### config.mk
export PLATFORM = sky130hd
export DESIGN_NAME = stap_top
export DESIGN_NICKNAME = d
export VERILOG_FILES = /design/src/hw/stap_pkg.sv /design/src/hw/stap_fsm.sv /design/src/hw/stap_top.sv
export SDC_FILE = /design/constraint.sdc
export NUM_CORES = 1
export LEC_CHECK = 0
export ABC_AREA = 1
export ABC_CLOCK_PERIOD_IN_PS = 16400
export BUFFER_PORTS_ARGS = -buffer_cell sky130_fd_sc_hd__buf_2
export CELL_PAD_IN_SITES_DETAIL_PLACEMENT = 0
export CELL_PAD_IN_SITES_GLOBAL_PLACEMENT = 1
export CORE_UTILIZATION = 48
export DETAILED_ROUTE_END_ITERATION = 8
export PLACE_DENSITY_LB_ADDON = 0.1
export SYNTH_ARGS = -nofsm -noshare
export SYNTH_HDL_FRONTEND = slang
export SYNTH_SLANG_ARGS = --single-unit
### constraint.sdc
create_clock -name clock_i -period 16.4 [get_ports clock_i]
set_input_delay 3.28 -clock clock_i [delete_from_list [all_inputs] [get_ports clock_i]]
set_output_delay 3.28 -clock clock_i [all_outputs]
set_load 0.01 [all_outputs]
### src/hw/stap_pkg.sv
// Notes on behaviour
// Instruction capture loads 01 into low bits
// Instruction shift: TDI in, old bits out TDO
// New instruction acts only at instruction update
// Code 111 selects bypass path in data shift
// Code 100 captures pins, shifts boundary chain
// Non-pin boundary cells capture fixed default
// External test never blocks RAM input pins
// External test drives outputs at update falling
// External test captures pins on rising edge
// Code 001 captures and shifts identification word
// Identification instruction after power-up and reset state
// Code 010 floats outputs, shifts boundary chain
// Identification word: part, vendor, presence bit
// Controller holds inputs stable around capture
// Instruction register is three bits, MSB left
// Five TMS-high rising edges reach reset state
// Bypass register is one flip-flop
// Identification bit 0 leaves TDO first
// Private codes select bypass, no pin effect
// Standard sixteen-state TAP sequence on TCK rise
package stap_pkg;

    localparam int IR_W = 3;
    localparam logic [2:0] INSTR_EXTEST = 3'h0;
    localparam logic [2:0] INSTR_IDCODE = 3'h1;
    localparam logic [2:0] INSTR_SAMPLE_Z = 3'h2;
    localparam logic [2:0] INSTR_SAMPLE = 3'h4;
    localparam logic [2:0] INSTR_BYPASS = 3'h7;
    localparam logic [1:0] IR_CAPTURE_LSB = 2'h1;
    localparam logic IR_CAPTURE_MSB = 1'h0;
    localparam logic [2:0] IR_RESET = INSTR_IDCODE;

    localparam int ID_W = 32;
    localparam int ID_PART_LSB = 12;
    localparam int ID_VENDOR_LSB = 1;
    // Arbitrary part and vendor values
    localparam logic [19:0] ID_PART = 20'h5A5A5;
    localparam logic [10:0] ID_VENDOR = 11'h2AA;
    localparam logic ID_PRESENT = 1'h1;

    localparam int BSR_IN_W = 24;
    localparam int BSR_OUT_W = 18;
    localparam int BSR_FIX_W = 2;
    localparam int BSR_OUT_LSB = BSR_IN_W;
    localparam int BSR_FIX_LSB = BSR_IN_W + BSR_OUT_W;
    localparam int BSR_W = BSR_IN_W + BSR_OUT_W + BSR_FIX_W;
    localparam logic [BSR_FIX_W-1:0] BSR_FIX_VAL = 2'h3;

    localparam logic [2:0] TCK_SYNC_RESET = 3'h0;
    localparam logic [1:0] SER_SYNC_RESET = 2'h3;
    localparam logic BYPASS_RESET = 1'h0;
    localparam logic BYPASS_CAPTURE = 1'h0;
    localparam logic TDO_RESET = 1'h0;
    localparam logic TDO_OE_N_RESET = 1'h1;
    localparam logic HIZ_RESET = 1'h0;

    typedef enum logic [3:0] {
        ST_RESET,
        ST_IDLE,
        ST_SEL_DR,
        ST_CAP_DR,
        ST_SHIFT_DR,
        ST_EXIT1_DR,
        ST_PAUSE_DR,
        ST_EXIT2_DR,
        ST_UPD_DR,
        ST_SEL_IR,
        ST_CAP_IR,
        ST_SHIFT_IR,
        ST_EXIT1_IR,
        ST_PAUSE_IR,
        ST_EXIT2_IR,
        ST_UPD_IR
    } stap_state_t;

    typedef enum logic [1:0] {
        PATH_BYPASS,
        PATH_ID,
        PATH_BSR
    } stap_path_t;

    typedef struct packed {
        logic rise;
        logic fall;
        logic tms;
        logic tdi;
    } stap_link_t;

endpackage

### src/hw/stap_fsm.sv
`timescale 1ns/1ps
module stap_fsm (
    input wire logic clock_i,                        // System clock
    input wire logic rst_i,                          // Power-up reset
    input wire stap_pkg::stap_link_t link_i,         // Sampled link events
    output stap_pkg::stap_state_t state_o            // Current TAP state
);

    stap_pkg::stap_state_t next_state;
    logic tms;

    assign tms = link_i.tms;

    // Transitions advance on TCK rise only
    always_comb begin
        next_state = state_o;
        case (state_o)
            stap_pkg::ST_RESET: next_state = tms ? stap_pkg::ST_RESET : stap_pkg::ST_IDLE;
            stap_pkg::ST_IDLE: next_state = tms ? stap_pkg::ST_SEL_DR : stap_pkg::ST_IDLE;
            stap_pkg::ST_SEL_DR: next_state = tms ? stap_pkg::ST_SEL_IR : stap_pkg::ST_CAP_DR;
            stap_pkg::ST_CAP_DR: next_state = tms ? stap_pkg::ST_EXIT1_DR : stap_pkg::ST_SHIFT_DR;
            stap_pkg::ST_SHIFT_DR: next_state = tms ? stap_pkg::ST_EXIT1_DR : stap_pkg::ST_SHIFT_DR;
            stap_pkg::ST_EXIT1_DR: next_state = tms ? stap_pkg::ST_UPD_DR : stap_pkg::ST_PAUSE_DR;
            stap_pkg::ST_PAUSE_DR: next_state = tms ? stap_pkg::ST_EXIT2_DR : stap_pkg::ST_PAUSE_DR;
            stap_pkg::ST_EXIT2_DR: next_state = tms ? stap_pkg::ST_UPD_DR : stap_pkg::ST_SHIFT_DR;
            stap_pkg::ST_UPD_DR: next_state = tms ? stap_pkg::ST_SEL_DR : stap_pkg::ST_IDLE;
            stap_pkg::ST_SEL_IR: next_state = tms ? stap_pkg::ST_RESET : stap_pkg::ST_CAP_IR;
            stap_pkg::ST_CAP_IR: next_state = tms ? stap_pkg::ST_EXIT1_IR : stap_pkg::ST_SHIFT_IR;
            stap_pkg::ST_SHIFT_IR: next_state = tms ? stap_pkg::ST_EXIT1_IR : stap_pkg::ST_SHIFT_IR;
            stap_pkg::ST_EXIT1_IR: next_state = tms ? stap_pkg::ST_UPD_IR : stap_pkg::ST_PAUSE_IR;
            stap_pkg::ST_PAUSE_IR: next_state = tms ? stap_pkg::ST_EXIT2_IR : stap_pkg::ST_PAUSE_IR;
            stap_pkg::ST_EXIT2_IR: next_state = tms ? stap_pkg::ST_UPD_IR : stap_pkg::ST_SHIFT_IR;
            stap_pkg::ST_UPD_IR: next_state = tms ? stap_pkg::ST_SEL_DR : stap_pkg::ST_IDLE;
            default: next_state = stap_pkg::ST_RESET;
        endcase
    end

    // Power-up and five TMS-high rises both land in reset
    always_ff @(posedge clock_i or posedge rst_i) begin
        if (rst_i) begin
            state_o <= stap_pkg::ST_RESET;
        end else if (link_i.rise) begin
            state_o <= next_state;
        end
    end

endmodule

### src/hw/stap_top.sv
`timescale 1ns/1ps
module stap_top (
    input wire logic clock_i,                                    // System clock, 200 MHz
    input wire logic rst_i,                                      // Power-up reset
    input wire logic tck_i,                                      // Test clock pin
    input wire logic tms_i,                                      // Test mode select pin
    input wire logic tdi_i,                                      // Test data in pin
    input wire logic [stap_pkg::BSR_IN_W-1:0] pin_state_i,       // Input and I/O pin levels
    input wire logic [stap_pkg::BSR_OUT_W-1:0] ram_q_i,          // Core output data
    output logic tdo_o,                                          // Test data out
    output logic tdo_oe_n_o,                                     // Low while TDO drives
    output logic [stap_pkg::BSR_OUT_W-1:0] ram_q_o,              // Data to output drivers
    output logic ram_q_hiz_o,                                    // Output drivers high-Z
    output logic [stap_pkg::IR_W-1:0] instr_o                    // Active instruction
);

    // Path that an instruction places between TDI and TDO
    function automatic stap_pkg::stap_path_t path_of(input logic [2:0] code);
        stap_pkg::stap_path_t p;
        p = stap_pkg::PATH_BYPASS;
        if (code == stap_pkg::INSTR_IDCODE) begin
            p = stap_pkg::PATH_ID;
        end else if (code == stap_pkg::INSTR_EXTEST) begin
            p = stap_pkg::PATH_BSR;
        end else if (code == stap_pkg::INSTR_SAMPLE) begin
            p = stap_pkg::PATH_BSR;
        end else if (code == stap_pkg::INSTR_SAMPLE_Z) begin
            p = stap_pkg::PATH_BSR;
        end
        return p;
    endfunction

    // Instruction that hands the output drivers to the hold cells
    function automatic logic is_extest(input logic [2:0] code);
        return code == stap_pkg::INSTR_EXTEST;
    endfunction

    // Instruction that floats the output drivers
    function automatic logic is_float(input logic [2:0] code);
        return code == stap_pkg::INSTR_SAMPLE_Z;
    endfunction

    // Test clock edge seen while the TAP sits in one state
    function automatic logic tap_event(input logic seen, input stap_pkg::stap_state_t now,
                                       input stap_pkg::stap_state_t want);
        return seen && (now == want);
    endfunction

    // Pin synchronisers
    logic [2:0] tck_sync;
    logic [1:0] tms_sync;
    logic [1:0] tdi_sync;
    logic [stap_pkg::BSR_IN_W-1:0] pin_meta;
    logic [stap_pkg::BSR_IN_W-1:0] pin_sync;

    always_ff @(posedge clock_i or posedge rst_i) begin
        if (rst_i) begin
            tck_sync <= stap_pkg::TCK_SYNC_RESET;
        end else begin
            tck_sync <= {tck_sync[1:0], tck_i};
        end
    end

    always_ff @(posedge clock_i or posedge rst_i) begin
        if (rst_i) begin
            tms_sync <= stap_pkg::SER_SYNC_RESET;
            tdi_sync <= stap_pkg::SER_SYNC_RESET;
        end else begin
            tms_sync <= {tms_sync[0], tms_i};
            tdi_sync <= {tdi_sync[0], tdi_i};
        end
    end

    always_ff @(posedge clock_i or posedge rst_i) begin
        if (rst_i) begin
            pin_meta <= '0;
            pin_sync <= '0;
        end else begin
            pin_meta <= pin_state_i;
            pin_sync <= pin_meta;
        end
    end

    stap_pkg::stap_link_t link;

    assign link.rise = tck_sync[1] & ~tck_sync[2];
    assign link.fall = ~tck_sync[1] & tck_sync[2];
    assign link.tms = tms_sync[1];
    assign link.tdi = tdi_sync[1];

    stap_pkg::stap_state_t state;

    stap_fsm u_fsm (
        .clock_i(clock_i),
        .rst_i(rst_i),
        .link_i(link),
        .state_o(state)
    );

    // Test registers
    logic [stap_pkg::IR_W-1:0] ir_shift;
    logic [stap_pkg::ID_W-1:0] id_shift;
    logic [stap_pkg::BSR_W-1:0] bsr_shift;
    logic [stap_pkg::BSR_OUT_W-1:0] bsr_hold;
    logic bypass_bit;

    stap_pkg::stap_path_t path;

    assign path = path_of(instr_o);

    // State decode: capture, shift and update strobes qualified by TCK edges, then plain state levels
    wire cap_ir = tap_event(link.rise, state, stap_pkg::ST_CAP_IR);
    wire shift_ir = tap_event(link.rise, state, stap_pkg::ST_SHIFT_IR);
    wire upd_ir = tap_event(link.fall, state, stap_pkg::ST_UPD_IR);
    wire cap_dr = tap_event(link.rise, state, stap_pkg::ST_CAP_DR);
    wire shift_dr = tap_event(link.rise, state, stap_pkg::ST_SHIFT_DR);
    wire upd_dr = tap_event(link.fall, state, stap_pkg::ST_UPD_DR);
    wire in_reset = (state == stap_pkg::ST_RESET);
    wire in_shift_ir = (state == stap_pkg::ST_SHIFT_IR);
    wire in_shift_dr = (state == stap_pkg::ST_SHIFT_DR);

    wire sel_bsr = (path == stap_pkg::PATH_BSR);
    wire sel_id = (path == stap_pkg::PATH_ID);
    wire sel_byp = (path == stap_pkg::PATH_BYPASS);

    wire extest_now = is_extest(instr_o);
    wire extest_new = is_extest(ir_shift);
    wire samplez_now = is_float(instr_o);
    wire samplez_new = is_float(ir_shift);

    // Instruction shift register
    logic [stap_pkg::IR_W-1:0] ir_cap_val;
    logic [stap_pkg::IR_W-1:0] ir_shift_val;
    logic [stap_pkg::IR_W-1:0] next_ir_shift;

    assign ir_cap_val = {stap_pkg::IR_CAPTURE_MSB, stap_pkg::IR_CAPTURE_LSB};
    assign ir_shift_val = {link.tdi, ir_shift[stap_pkg::IR_W-1:1]};
    assign next_ir_shift = cap_ir ? ir_cap_val :
                           shift_ir ? ir_shift_val :
                           ir_shift;

    always_ff @(posedge clock_i or posedge rst_i) begin
        if (rst_i) begin
            ir_shift <= stap_pkg::IR_RESET;
        end else begin
            ir_shift <= next_ir_shift;
        end
    end

    // Active instruction changes only at update or reset state
    logic [stap_pkg::IR_W-1:0] next_instr;

    assign next_instr = in_reset ? stap_pkg::IR_RESET :
                        upd_ir ? ir_shift :
                        instr_o;

    always_ff @(posedge clock_i or posedge rst_i) begin
        if (rst_i) begin
            instr_o <= stap_pkg::IR_RESET;
        end else begin
            instr_o <= next_instr;
        end
    end

    // Bypass flip-flop
    logic next_bypass;

    assign next_bypass = (cap_dr && sel_byp) ? stap_pkg::BYPASS_CAPTURE :
                         (shift_dr && sel_byp) ? link.tdi :
                         bypass_bit;

    always_ff @(posedge clock_i or posedge rst_i) begin
        if (rst_i) begin
            bypass_bit <= stap_pkg::BYPASS_RESET;
        end else begin
            bypass_bit <= next_bypass;
        end
    end

    // Identification register
    logic [stap_pkg::ID_W-1:0] id_value;
    logic [stap_pkg::ID_W-1:0] id_shifted;
    logic [stap_pkg::ID_W-1:0] next_id;

    assign id_value = {stap_pkg::ID_PART, stap_pkg::ID_VENDOR, stap_pkg::ID_PRESENT};
    assign id_shifted = {link.tdi, id_shift[stap_pkg::ID_W-1:1]};
    assign next_id = (cap_dr && sel_id) ? id_value :
                     (shift_dr && sel_id) ? id_shifted :
                     id_shift;

    always_ff @(posedge clock_i or posedge rst_i) begin
        if (rst_i) begin
            id_shift <= '0;
        end else begin
            id_shift <= next_id;
        end
    end

    // Boundary scan register: inputs low, outputs, then fixed cells
    logic [stap_pkg::BSR_W-1:0] bsr_cap_val;
    logic [stap_pkg::BSR_W-1:0] bsr_shifted;
    logic [stap_pkg::BSR_W-1:0] next_bsr;

    // Pins are only observed, never gated
    assign bsr_cap_val = {stap_pkg::BSR_FIX_VAL, ram_q_o, pin_sync};
    assign bsr_shifted = {link.tdi, bsr_shift[stap_pkg::BSR_W-1:1]};
    assign next_bsr = (cap_dr && sel_bsr) ? bsr_cap_val :
                      (shift_dr && sel_bsr) ? bsr_shifted :
                      bsr_shift;

    always_ff @(posedge clock_i or posedge rst_i) begin
        if (rst_i) begin
            bsr_shift <= '0;
        end else begin
            bsr_shift <= next_bsr;
        end
    end

    // Output cells hold what external test drives
    logic [stap_pkg::BSR_OUT_W-1:0] bsr_out_cells;
    logic [stap_pkg::BSR_OUT_W-1:0] next_hold;
    logic hold_load;

    assign bsr_out_cells = bsr_shift[stap_pkg::BSR_OUT_LSB +: stap_pkg::BSR_OUT_W];
    assign hold_load = (upd_ir && extest_new) || (upd_dr && sel_bsr);
    assign next_hold = hold_load ? bsr_out_cells : bsr_hold;

    always_ff @(posedge clock_i or posedge rst_i) begin
        if (rst_i) begin
            bsr_hold <= '0;
        end else begin
            bsr_hold <= next_hold;
        end
    end

    // RAM output drivers
    logic [stap_pkg::BSR_OUT_W-1:0] next_ram_q;
    logic next_hiz;
    logic extest_drive;

    // Extest takes effect at the same update edge that loads the hold cells
    assign extest_drive = upd_ir ? extest_new : extest_now;
    assign next_ram_q = extest_drive ? next_hold : ram_q_i;
    assign next_hiz = upd_ir ? samplez_new :
                      in_reset ? 1'h0 :
                      samplez_now;

    always_ff @(posedge clock_i or posedge rst_i) begin
        if (rst_i) begin
            ram_q_o <= '0;
            ram_q_hiz_o <= stap_pkg::HIZ_RESET;
        end else begin
            ram_q_o <= next_ram_q;
            ram_q_hiz_o <= next_hiz;
        end
    end

    // Serial output, updated on TCK fall
    logic dr_lsb;
    logic next_tdo;
    logic next_tdo_oe_n;

    assign dr_lsb = sel_id ? id_shift[0] :
                    sel_bsr ? bsr_shift[0] :
                    bypass_bit;
    assign next_tdo = !link.fall ? tdo_o :
                      in_shift_ir ? ir_shift[0] :
                      in_shift_dr ? dr_lsb :
                      tdo_o;
    assign next_tdo_oe_n = !link.fall ? tdo_oe_n_o :
                           !(in_shift_ir || in_shift_dr);

    always_ff @(posedge clock_i or posedge rst_i) begin
        if (rst_i) begin
            tdo_o <= stap_pkg::TDO_RESET;
            tdo_oe_n_o <= stap_pkg::TDO_OE_N_RESET;
        end else begin
            tdo_o <= next_tdo;
            tdo_oe_n_o <= next_tdo_oe_n;
        end
    end

endmodule

==> run metrics, run 1 <==
critical path's top delay family=buffers and inverters; VDD IR max=89.9 µV; Leak=roughly 0.0045 µW; internal power=765 µW; Buf/Inv on CP=3; CTS tree=yes; Die X=125 µm; Mapped Area=between 0.007 and 0.008 mm²; count leader, synth=nand2_1; DR vias/cell=between 4 and 5; WHS Endpoint=pin_sync[16]; DR iter-0 viols=320; Cell variety after synth=32; cts bufs inserted=17; status=complete, no violations; clk slew on worst S/H paths=0.07 ns; WL per Instance=~13 µm; Die H=125 µm; Yosys warnings=0; path category of the worst min-delay check=register to register; clk_lat worst skew=0.43 ns; Compound-Gate Fraction of Synth Area=about 6.2%; dpl hpwl=between 8000 and 9000 µm; xor and xnor area share after synthesis=0%; cell row count=44; crit-path max FO=107; PnR Total Power=between 1000 and 1500 µW; post-CTS setup buffer count=0; drt drc=0; combinational power share=12.2%; Reg-to-Reg End=bsr_shift[40]; number of flops mapped to enable cells by yosys=0; die area=0.0157 mm²; post-synth top area share=between 50 and 60%; Syn-to-layout area delta=13.9%; RSZ-0062 raised after global routing=false; DRT antenna net count=0; Synth area leader=dfrtp_1; initial antenna violation count=0; pwr dens=128 mW/mm²; CP required=16.82 ns; first-pass GRT wire length=24200 µm; Slew headroom=34.1%; top cells by area, synth=dfrtp_1 (60%), nand2_1 (12%), nor2_1 (5.9%); Final nets=913; H-tree depth=4; layout cell share with drive strength beyond 1=15.9%; CP peak stage delay=a little over 0.8 ns; Core Area=0.0147 mm²; worst slew pin tran=around 1 ns; Critical Path Source Type=input pin; Longest Clk Path Bufs=2; fillers=roughly 1300; Slew Viols, Final=0; hold-fix buffer count after cts=0; async set-reset flop share out of synthesis=between 90% and 100%; clock sinks=181; endpoints failing hold=0; Post-Syn Area per Cell=9.09 µm²; worst setup path category=input pin to asynchronous set/reset pin; CP max stage cell=buf_4; Clock Power Share=37.7%; GRT Total Usage=19.6%; Synth Area in Adders=0%; main combinational cell family by area after synthesis=simple AND/OR/NAND/NOR gates; Final Core Density=56.6%; vias in the first global route=just over 5000; synth cell count leaders=nand2_1 (229), dfrtp_1 (174), nor2_1 (114), inv_1 (69), o21ai_0 (53); IO Port Bufs=70; I/O pins=71; flop2flop setup slack=~14 ns; critical path capture point type=asynchronous set/reset pin; Final Setup Violations=0; min Tclk post-route=around 4.6 ns; largest net degree at the start of global routing=108; hold path cells=0; max-cap viol count=0; Initial Util=49.7%; Sw Ratio=28.2%; cell breakdown of the critical path=buf_2, inv_6, buf_4; ys flop type=dfrtp_1; sequential area share after synthesis=62.2%; max frequency=between 200 and 250 MHz; GRT Residual Overflow=0; CTS Root Cell=clkbuf_16; routed wire length=14100 µm; DRT Pass-1 Iters=6; Post-CTS Resized=0; clk_skew=between 0.01 and 0.015 ns; period utilization=28.0%; Mapped Cells=803; WP data arrival=around 5.0 ns; Flop pwr share=around 50%; Reg2Reg Depth=5; TNS Setup=0 ns; Syn Nets=850; fraction of the mapped netlist area in simple logic gates=between 20% and 30%; DR vias=5213; Hold Path Origin=pin_meta[16]; Reg2Reg Launch Point=u_fsm.state_o[2]; Psw=300 µW; gpl congestion=roughly 0.85; Synth Register Bits=181; mux contribution to synthesized area=0%; Antenna Cells=0
==> final cells by class <==
cell class              instances  area [µm²]  area share [%]
clock buffers                  18         429            5.16
clock inverters                14         154            1.85
well taps                     184         230            2.77
repair buffers                 72         365            4.39
multi-input cells             513        2280            27.5
flip-flops and latches        181        4540            54.6
inverters                      81         314            3.78
==> layer usage <==
metal | vias to the layer above | track usage, % | wire (µm)
met4 | 0 | 6.10 | 162
met5 | - | 0 | 0
li1 | 2624 | - | -
met2 | 79 | 32.2 | 6690
met1 | 2495 | 26.3 | 6810
met3 | 15 | 4.19 | 409
==> metrics by stage <==
step	setup slack [ns]	hold slack, ns	instances	area, µm²
3_5_place_dp	11.27	0.335	1031	7730
2_1_floorplan	8.22	0.331	803	7300
5_1_grt	11.46	0.356	1063	8310
6_report	11.81	0.350	1063	8310
4_1_cts	11.74	0.350	1063	8310
3_3_place_gp	11.33	0.333	1031	7730
==> cell families (layout without fill, tap and decap cells) <==
| group | after synthesis | after routing |
|---|---|---|
| AOI/OAI and AO/OA | 84 | 84 |
| buffers and inverters | 109 | 185 |
| and+or+nand+nor | 429 | 429 |
| DFF | 181 | 181 |
==> worst max path at each step <==
| stage | depth (start not counted) | to | from |
|---|---|---|---|
| floorplan | 1 | bsr_hold[0] | rst_i |
| global placement | 3 | u_fsm.state_o[0] | rst_i |
| detailed placement | 3 | u_fsm.state_o[0] | rst_i |
| CTS | 3 | u_fsm.state_o[0] | rst_i |
| global route | 3 | u_fsm.state_o[0] | rst_i |
| finish | 3 | bsr_hold[10] | rst_i |
==> state kept, by name, indices dropped and copies added, names as in the netlist, 2 cells and up <==
signal         count
bsr_hold          18
bsr_shift         44
id_shift          32
instr_o            3
ir_shift           3
pin_meta          24
pin_sync          24
ram_q_o           18
tck_sync           3
tdi_sync           2
tms_sync           2
u_fsm.state_o      4
==> layout by cell type, fill, tap and decap left out, types with 3 or more instances in the layout <==
| master | Yosys | layout |
|---|---|---|
| a21oi_1 | 6 | 6 |
| o21ai_0 | 53 | 53 |
| nand2_2 | 3 | 3 |
| dfrtp_1 | 174 | 174 |
| nor2_1 | 114 | 114 |
| inv_1 | 69 | 68 |
| nand3_2 | 2 | 3 |
| nand2_1 | 229 | 229 |
| o22ai_1 | 16 | 16 |
| nor3_1 | 3 | 3 |
| dfstp_2 | 7 | 7 |
| and2_1 | 18 | 18 |
| clkinv_2 | 2 | 3 |
| clkbuf_16 | 0 | 17 |
| buf_2 | 15 | 70 |
| inv_2 | 9 | 9 |
| nand3_1 | 48 | 47 |
| inv_6 | 0 | 8 |
| nand2_4 | 4 | 4 |
| inv_8 | 0 | 3 |
| o21ai_1 | 6 | 6 |
==> power by group through the flow <==
stage / clock network [µW] / registers (µW) / logic (µW)
after floorplan: 0 / 533 / 103
after global placement: 0 / 541 / 128
after detailed placement: 0 / 542 / 131
after CTS: 410 / 534 / 132
after global routing: 429 / 541 / 152
final: 401 / 534 / 130
Power figures use the tool's default switching activity.
==> run 2: changes to the inputs <==
Settings changed: ABC_AREA 1 to 0, ABC_CLOCK_PERIOD_IN_PS 16400 to 3700, CORE_UTILIZATION 48 to 43.
Clock period 16.4 ns to 3.7 ns, I/O delays scaled along.
==> run 2 against run 1 <==
- largest power group unchanged
- sequential cell count is the same
- core utilization shrank 4.6 points
- clock-buffer cell count is the same
- combinational power grew to 5.3 times the previous value
- synthesized cell count shrank 36%
- cell area shrank 3.6%
- non-clock buffer count grew 5
- sequential power grew to 4.7 times the previous value
- cell count shrank 24%
==> run metrics, run 2 <==
Yosys warnings=0; DR iter-0 viols=between 150 and 200; hold_ws=0.348 ns; Slew Viols, Final=0; Post-Syn Area per Cell=around 13 µm²; Die X=~130 µm; Slew headroom=between 40% and 50%; hold-fix buffer count after cts=0; critical path capture point type=register; cell row count=45; Die H=129 µm; DR vias/cell=5.02; commonest non-fill, non-tap cell in the layout=dfrtp_1; Synth area leader=dfrtp_1; Post-CTS Resized=0; Critical Path Source Type=register; top cells by area, synth=dfrtp_1 (63%), mux2i_1 (6.5%), mux2_4 (4.4%); DRT Pass-1 Iters=4; max frequency=374 MHz; crit-path max FO=22; Antenna Cells=0; CP required=4.01 ns; Reg2Reg Launch Point=u_fsm.state_o[0]; DR vias=4031; sequential area share after synthesis=65.8%; period utilization=72.3%; commonest cells after routing, fill and taps aside=dfrtp_1 (174), buf_2 (70), nand2_1 (59); H-tree depth=4; Leak=0.00386 µW; clock sinks=181; biggest regs=bsr_shift: 44 flops, id_shift: 32 flops; dpl hpwl=~7400 µm; CTS Root Cell=clkbuf_16; WP data arrival=2.99 ns; routed wire length=12100 µm; Longest Clk Path Bufs=2; vias in the first global route=4096; number of flip-flops in the largest register=44; Final Core Density=52.0%; I/O pins=71; gpl congestion=0.763; Final Setup Violations=0; Non-Filler Instances=803; worst slew pin tran=0.776 ns; RSZ-0062 raised after global routing=false; number of instances in the placed design=a little under 800; first-pass GRT wire length=just over 20000 µm; Cell variety after synth=45; clk_skew=0.0144 ns; Core Area=0.0154 mm²; synth cell count leaders=dfrtp_1 (174), nand2_1 (59), o21ai_0 (46), mux2i_1 (45), mux2_4 (20); GRT Total Usage=16.0%; async set-reset flop share out of synthesis=100%; pwr dens=between 600 and 700 mW/mm²; WHS Endpoint=pin_sync[6]; drt drc=0; WL per Instance=between 15 and 20 µm; Syn-to-layout area delta=16.3%; flop2flop setup slack=between 1 and 1.5 ns; endpoints failing hold=0; number of flops mapped to enable cells by yosys=0; TNS Setup=0 ns; worst setup path category=register to register; largest net degree at the start of global routing=94; hold path cells=0; max-cap viol count=0; GRT Residual Overflow=0; clk_lat worst skew=about 0.43 ns; min Tclk post-route=2.68 ns; Reg with most FFs=bsr_shift; Mapped Area=0.00689 mm²; post-synth top area share=63.2%; post-CTS setup buffer count=0; count leader, synth=dfrtp_1; fillers=1390; Synth Register Bits=approximately 180; path category of the worst min-delay check=register to register; initial antenna violation count=0; status=complete, no violations; layout cell share with drive strength beyond 1=27.0%; Reg-to-Reg End=ram_q_o[2]; cts bufs inserted=17; IO Port Bufs=70; CTS tree=yes; Mapped Cells=514; clk slew on worst S/H paths=0.07 ns; DRT antenna net count=0; Initial Util=44.7%; Reg2Reg Depth=6; Final nets=626; VDD IR max=338 µV; ys flop type=dfrtp_1; Hold Path Origin=pin_meta[6]; die area=0.0165 mm²; Syn Nets=between 500 and 600
run 2: cell count changes in the layout (fill, tap and decap cells not counted), moves of 17 or more:
cell     previous run  this run
inv_1              68         1
nor2_1            114        14
nand3_1            47         6
mux2i_1             0        45
a22o_1              0        18
mux2_4              0        20
nand2_1           229        59
and2_1             18         0
mux2_2              0        17
run 2: stage by stage:
stage               power [µW]  cell area (µm²)  worst slack, ns
finish                    4970             8020             1.02
global route              5220             8020            0.850
CTS                       5030             8020             1.04
detailed placement        3230             7430             1.04
global placement          3190             7430             1.12
floorplan                 3030             6900            0.643
run 2: kinds of logic (layout without fill, tap and decap cells):
group                  Yosys count  count (layout)  synth area share [%]
muxes                           82              82                  13.7
and+or+nand+nor                107             107                  7.17
DFF                            181             181                  65.8
AOI/OAI and AO/OA              111             111                  10.7
buffers and inverters           33             111                  2.58
run 2: cell type report:
type	count	area (µm²)	area share, %
flip-flops and latches	181	4540	56.6
multi-input cells	300	2190	27.3
clock buffers	18	429	5.35
repair buffers	77	428	5.34
well taps	211	264	3.29
clock inverters	14	160	2.00
inverters	2	11.3	0.140
run 2: worst max-delay path: stages (launching register included):
cell     delay, ns
dfrtp_1       0.75
nand2_1       0.19
nor3_4        0.45
a22o_1        0.21
buf_4         0.31
mux2_2        0.39
mux2_2        0.26
run 2: how the worst max path moves through the flow:
stage | slack, ns | cells after the start | to | from
after floorplan | 0.64 | 1 | bsr_hold[0] | rst_i
after global placement | 1.12 | 6 | ram_q_o[0] | u_fsm.state_o[0]
after CTS | 1.04 | 6 | ram_q_o[2] | u_fsm.state_o[0]
after detailed placement | 1.04 | 6 | ram_q_o[17] | u_fsm.state_o[0]
final | 1.02 | 6 | ram_q_o[2] | u_fsm.state_o[0]
after global routing | 0.85 | 6 | ram_q_o[5] | u_fsm.state_o[0]
run 2: where the power goes:
part / total (µW) / switching (µW) / internal [µW]
Combinational: 690 / 323 / 368
Clock: 1780 / 816 / 962
Sequential: 2500 / 248 / 2250
Total: 4970 / 1390 / 3580
run 2: per-layer routing:
metal	share of wire, %	wire length [µm]	up-vias	GRT usage (%)
li1	-	-	1948	-
met1	50	6040	2005	22.0
met2	45	5480	66	24.7
met3	3.3	402	12	4.07
met4	1.3	157	0	6.02
met5	0	0	-	0
==> run 3: changes to the inputs <==
Settings changed: ABC_CLOCK_PERIOD_IN_PS 3700 to 2400.
Clock period 3.7 ns to 2.4 ns, I/O delays scaled along.
==> run 3 against run 2 <==
- combinational power is 80% higher
- clock-buffer cell count stayed put
- cell count is 1.1% higher
==> run metrics, run 3 (synthesis results as in run 2) <==
min Tclk post-route=about 2.2 ns; endpoints failing hold=0; Antenna Cells=0; Syn-to-layout area delta=18.5%; DRT antenna net count=0; post-CTS setup buffer count=0; biggest regs=bsr_shift: 44 flops, id_shift: 32 flops; WP data arrival=2.51 ns; drt drc=0; DR vias/cell=4.95; Longest Clk Path Bufs=2; gpl congestion=0.763; status=complete, no violations; Initial Util=44.7%; Leak=0.00394 µW; crit-path max FO=17; DR vias=4021; hold path cells=1; CP peak stage delay=0.39 ns; CTS tree=yes; WL per Instance=around 15 µm; clk_lat worst skew=0.43 ns; Slew headroom=37.4%; cts bufs inserted=17; I/O pins=71; CP max stage cell=dfrtp_1; IO Port Bufs=70; worst slew pin tran=0.935 ns; Final Core Density=52.9%; Reg2Reg Depth=5; CTS Root Cell=clkbuf_16; max-cap viol count=0; RSZ-0062 raised after global routing=false; period utilization=91.4%; critical path capture point type=register; Final nets=635; TNS Setup=0 ns; Die X=129 µm; Critical Path Source Type=register; dpl hpwl=7460 µm; H-tree depth=4; pwr dens=962 mW/mm²; Post-CTS Resized=0; clock sinks=181; DRT Pass-1 Iters=4; commonest non-fill, non-tap cell in the layout=dfrtp_1; CP required=2.71 ns; largest net degree at the start of global routing=94; Core Area=0.0154 mm²; path category of the worst min-delay check=input pin to register; WP depth=5; hold-fix buffer count after cts=0; GRT Total Usage=roughly 16%; GRT Residual Overflow=0; initial antenna violation count=0; layout cell share with drive strength beyond 1=28.3%; vias in the first global route=a little over 4000; critical path's top delay family=simple AND/OR/NAND/NOR gates; VDD IR max=543 µV; cell row count=45; Slew Viols, Final=0; routed wire length=12300 µm; number of flip-flops in the largest register=44; Reg with most FFs=bsr_shift; die area=0.0165 mm²; worst setup path category=register to register; max frequency=456 MHz; Buf/Inv on CP=1; commonest cells after routing, fill and taps aside=dfrtp_1 (174), buf_2 (70), nand2_1 (59); Final Setup Violations=0; clk_skew=0.00991 ns; first-pass GRT wire length=20500 µm; clk slew on worst S/H paths=0.07 ns; Die H=129 µm; DR iter-0 viols=248; cell breakdown of the critical path=buf_4, or3b_1, a211oi_2, nand3_2, a22o_1
-- run 3: cell type report --
cell class	instances	area [µm²]
Fill cell	1338	7260
Clock inverter	14	180
Timing Repair Buffer	86	546
Sequential cell	181	4540
Tap cell	211	264
Inverter	2	11.3
Multi-Input combinational cell	300	2190
Clock buffer	18	439
-- run 3: worst paths after layout --
path | from | to | slack, ns
max | u_fsm.state_o[1] | id_shift[13] | 0.21
min reg2reg | pin_meta[21] | pin_sync[21] | 0.35
min in group asynchronous | rst_i | pin_meta[6] | 0.20
max in group asynchronous | rst_i | ir_shift[0] | 1.77
min | tms_i | tms_sync[0] | 0.15
max reg2reg | u_fsm.state_o[1] | id_shift[13] | 0.21
-- run 3: worst register-to-register path, cell delays in order, from the launching register on --
cell and delay [ns]:
dfrtp_1 0.39, buf_4 0.20, or3b_1 0.38, a211oi_2 0.39
nand3_2 0.38, a22o_1 0.35
-- run 3: per-layer routing --
metal | up-vias | share of wire, % | track usage, % | routed length, µm
li1 | 1956 | - | - | -
met1 | 1997 | 49 | 22.1 | 6010
met2 | 59 | 47 | 25.0 | 5780
met3 | 9 | 3.2 | 4.45 | 399
met4 | 0 | 0.93 | 6.02 | 114
met5 | - | 0 | 0 | 0
-- run 3: per-stage QoR --
stage,hold slack (ns),cells,cell area [µm²],worst slack (ns),total power (µW)
2_1_floorplan,0.331,514,6900,-0.397,4670
3_3_place_gp,0.331,780,7550,0.260,5010
3_5_place_dp,0.335,780,7550,0.216,5040
4_1_cts,0.130,812,8170,0.206,7960
5_1_grt,0.123,812,8170,0.117,8280
6_report,0.146,812,8170,0.208,7860
-- run 3: report_power, final --
part | switching [µW] | internal (µW)
sequential | 267 | 3470
combinational | 608 | 629
clock | 1270 | 1620
total | 2140 | 5720
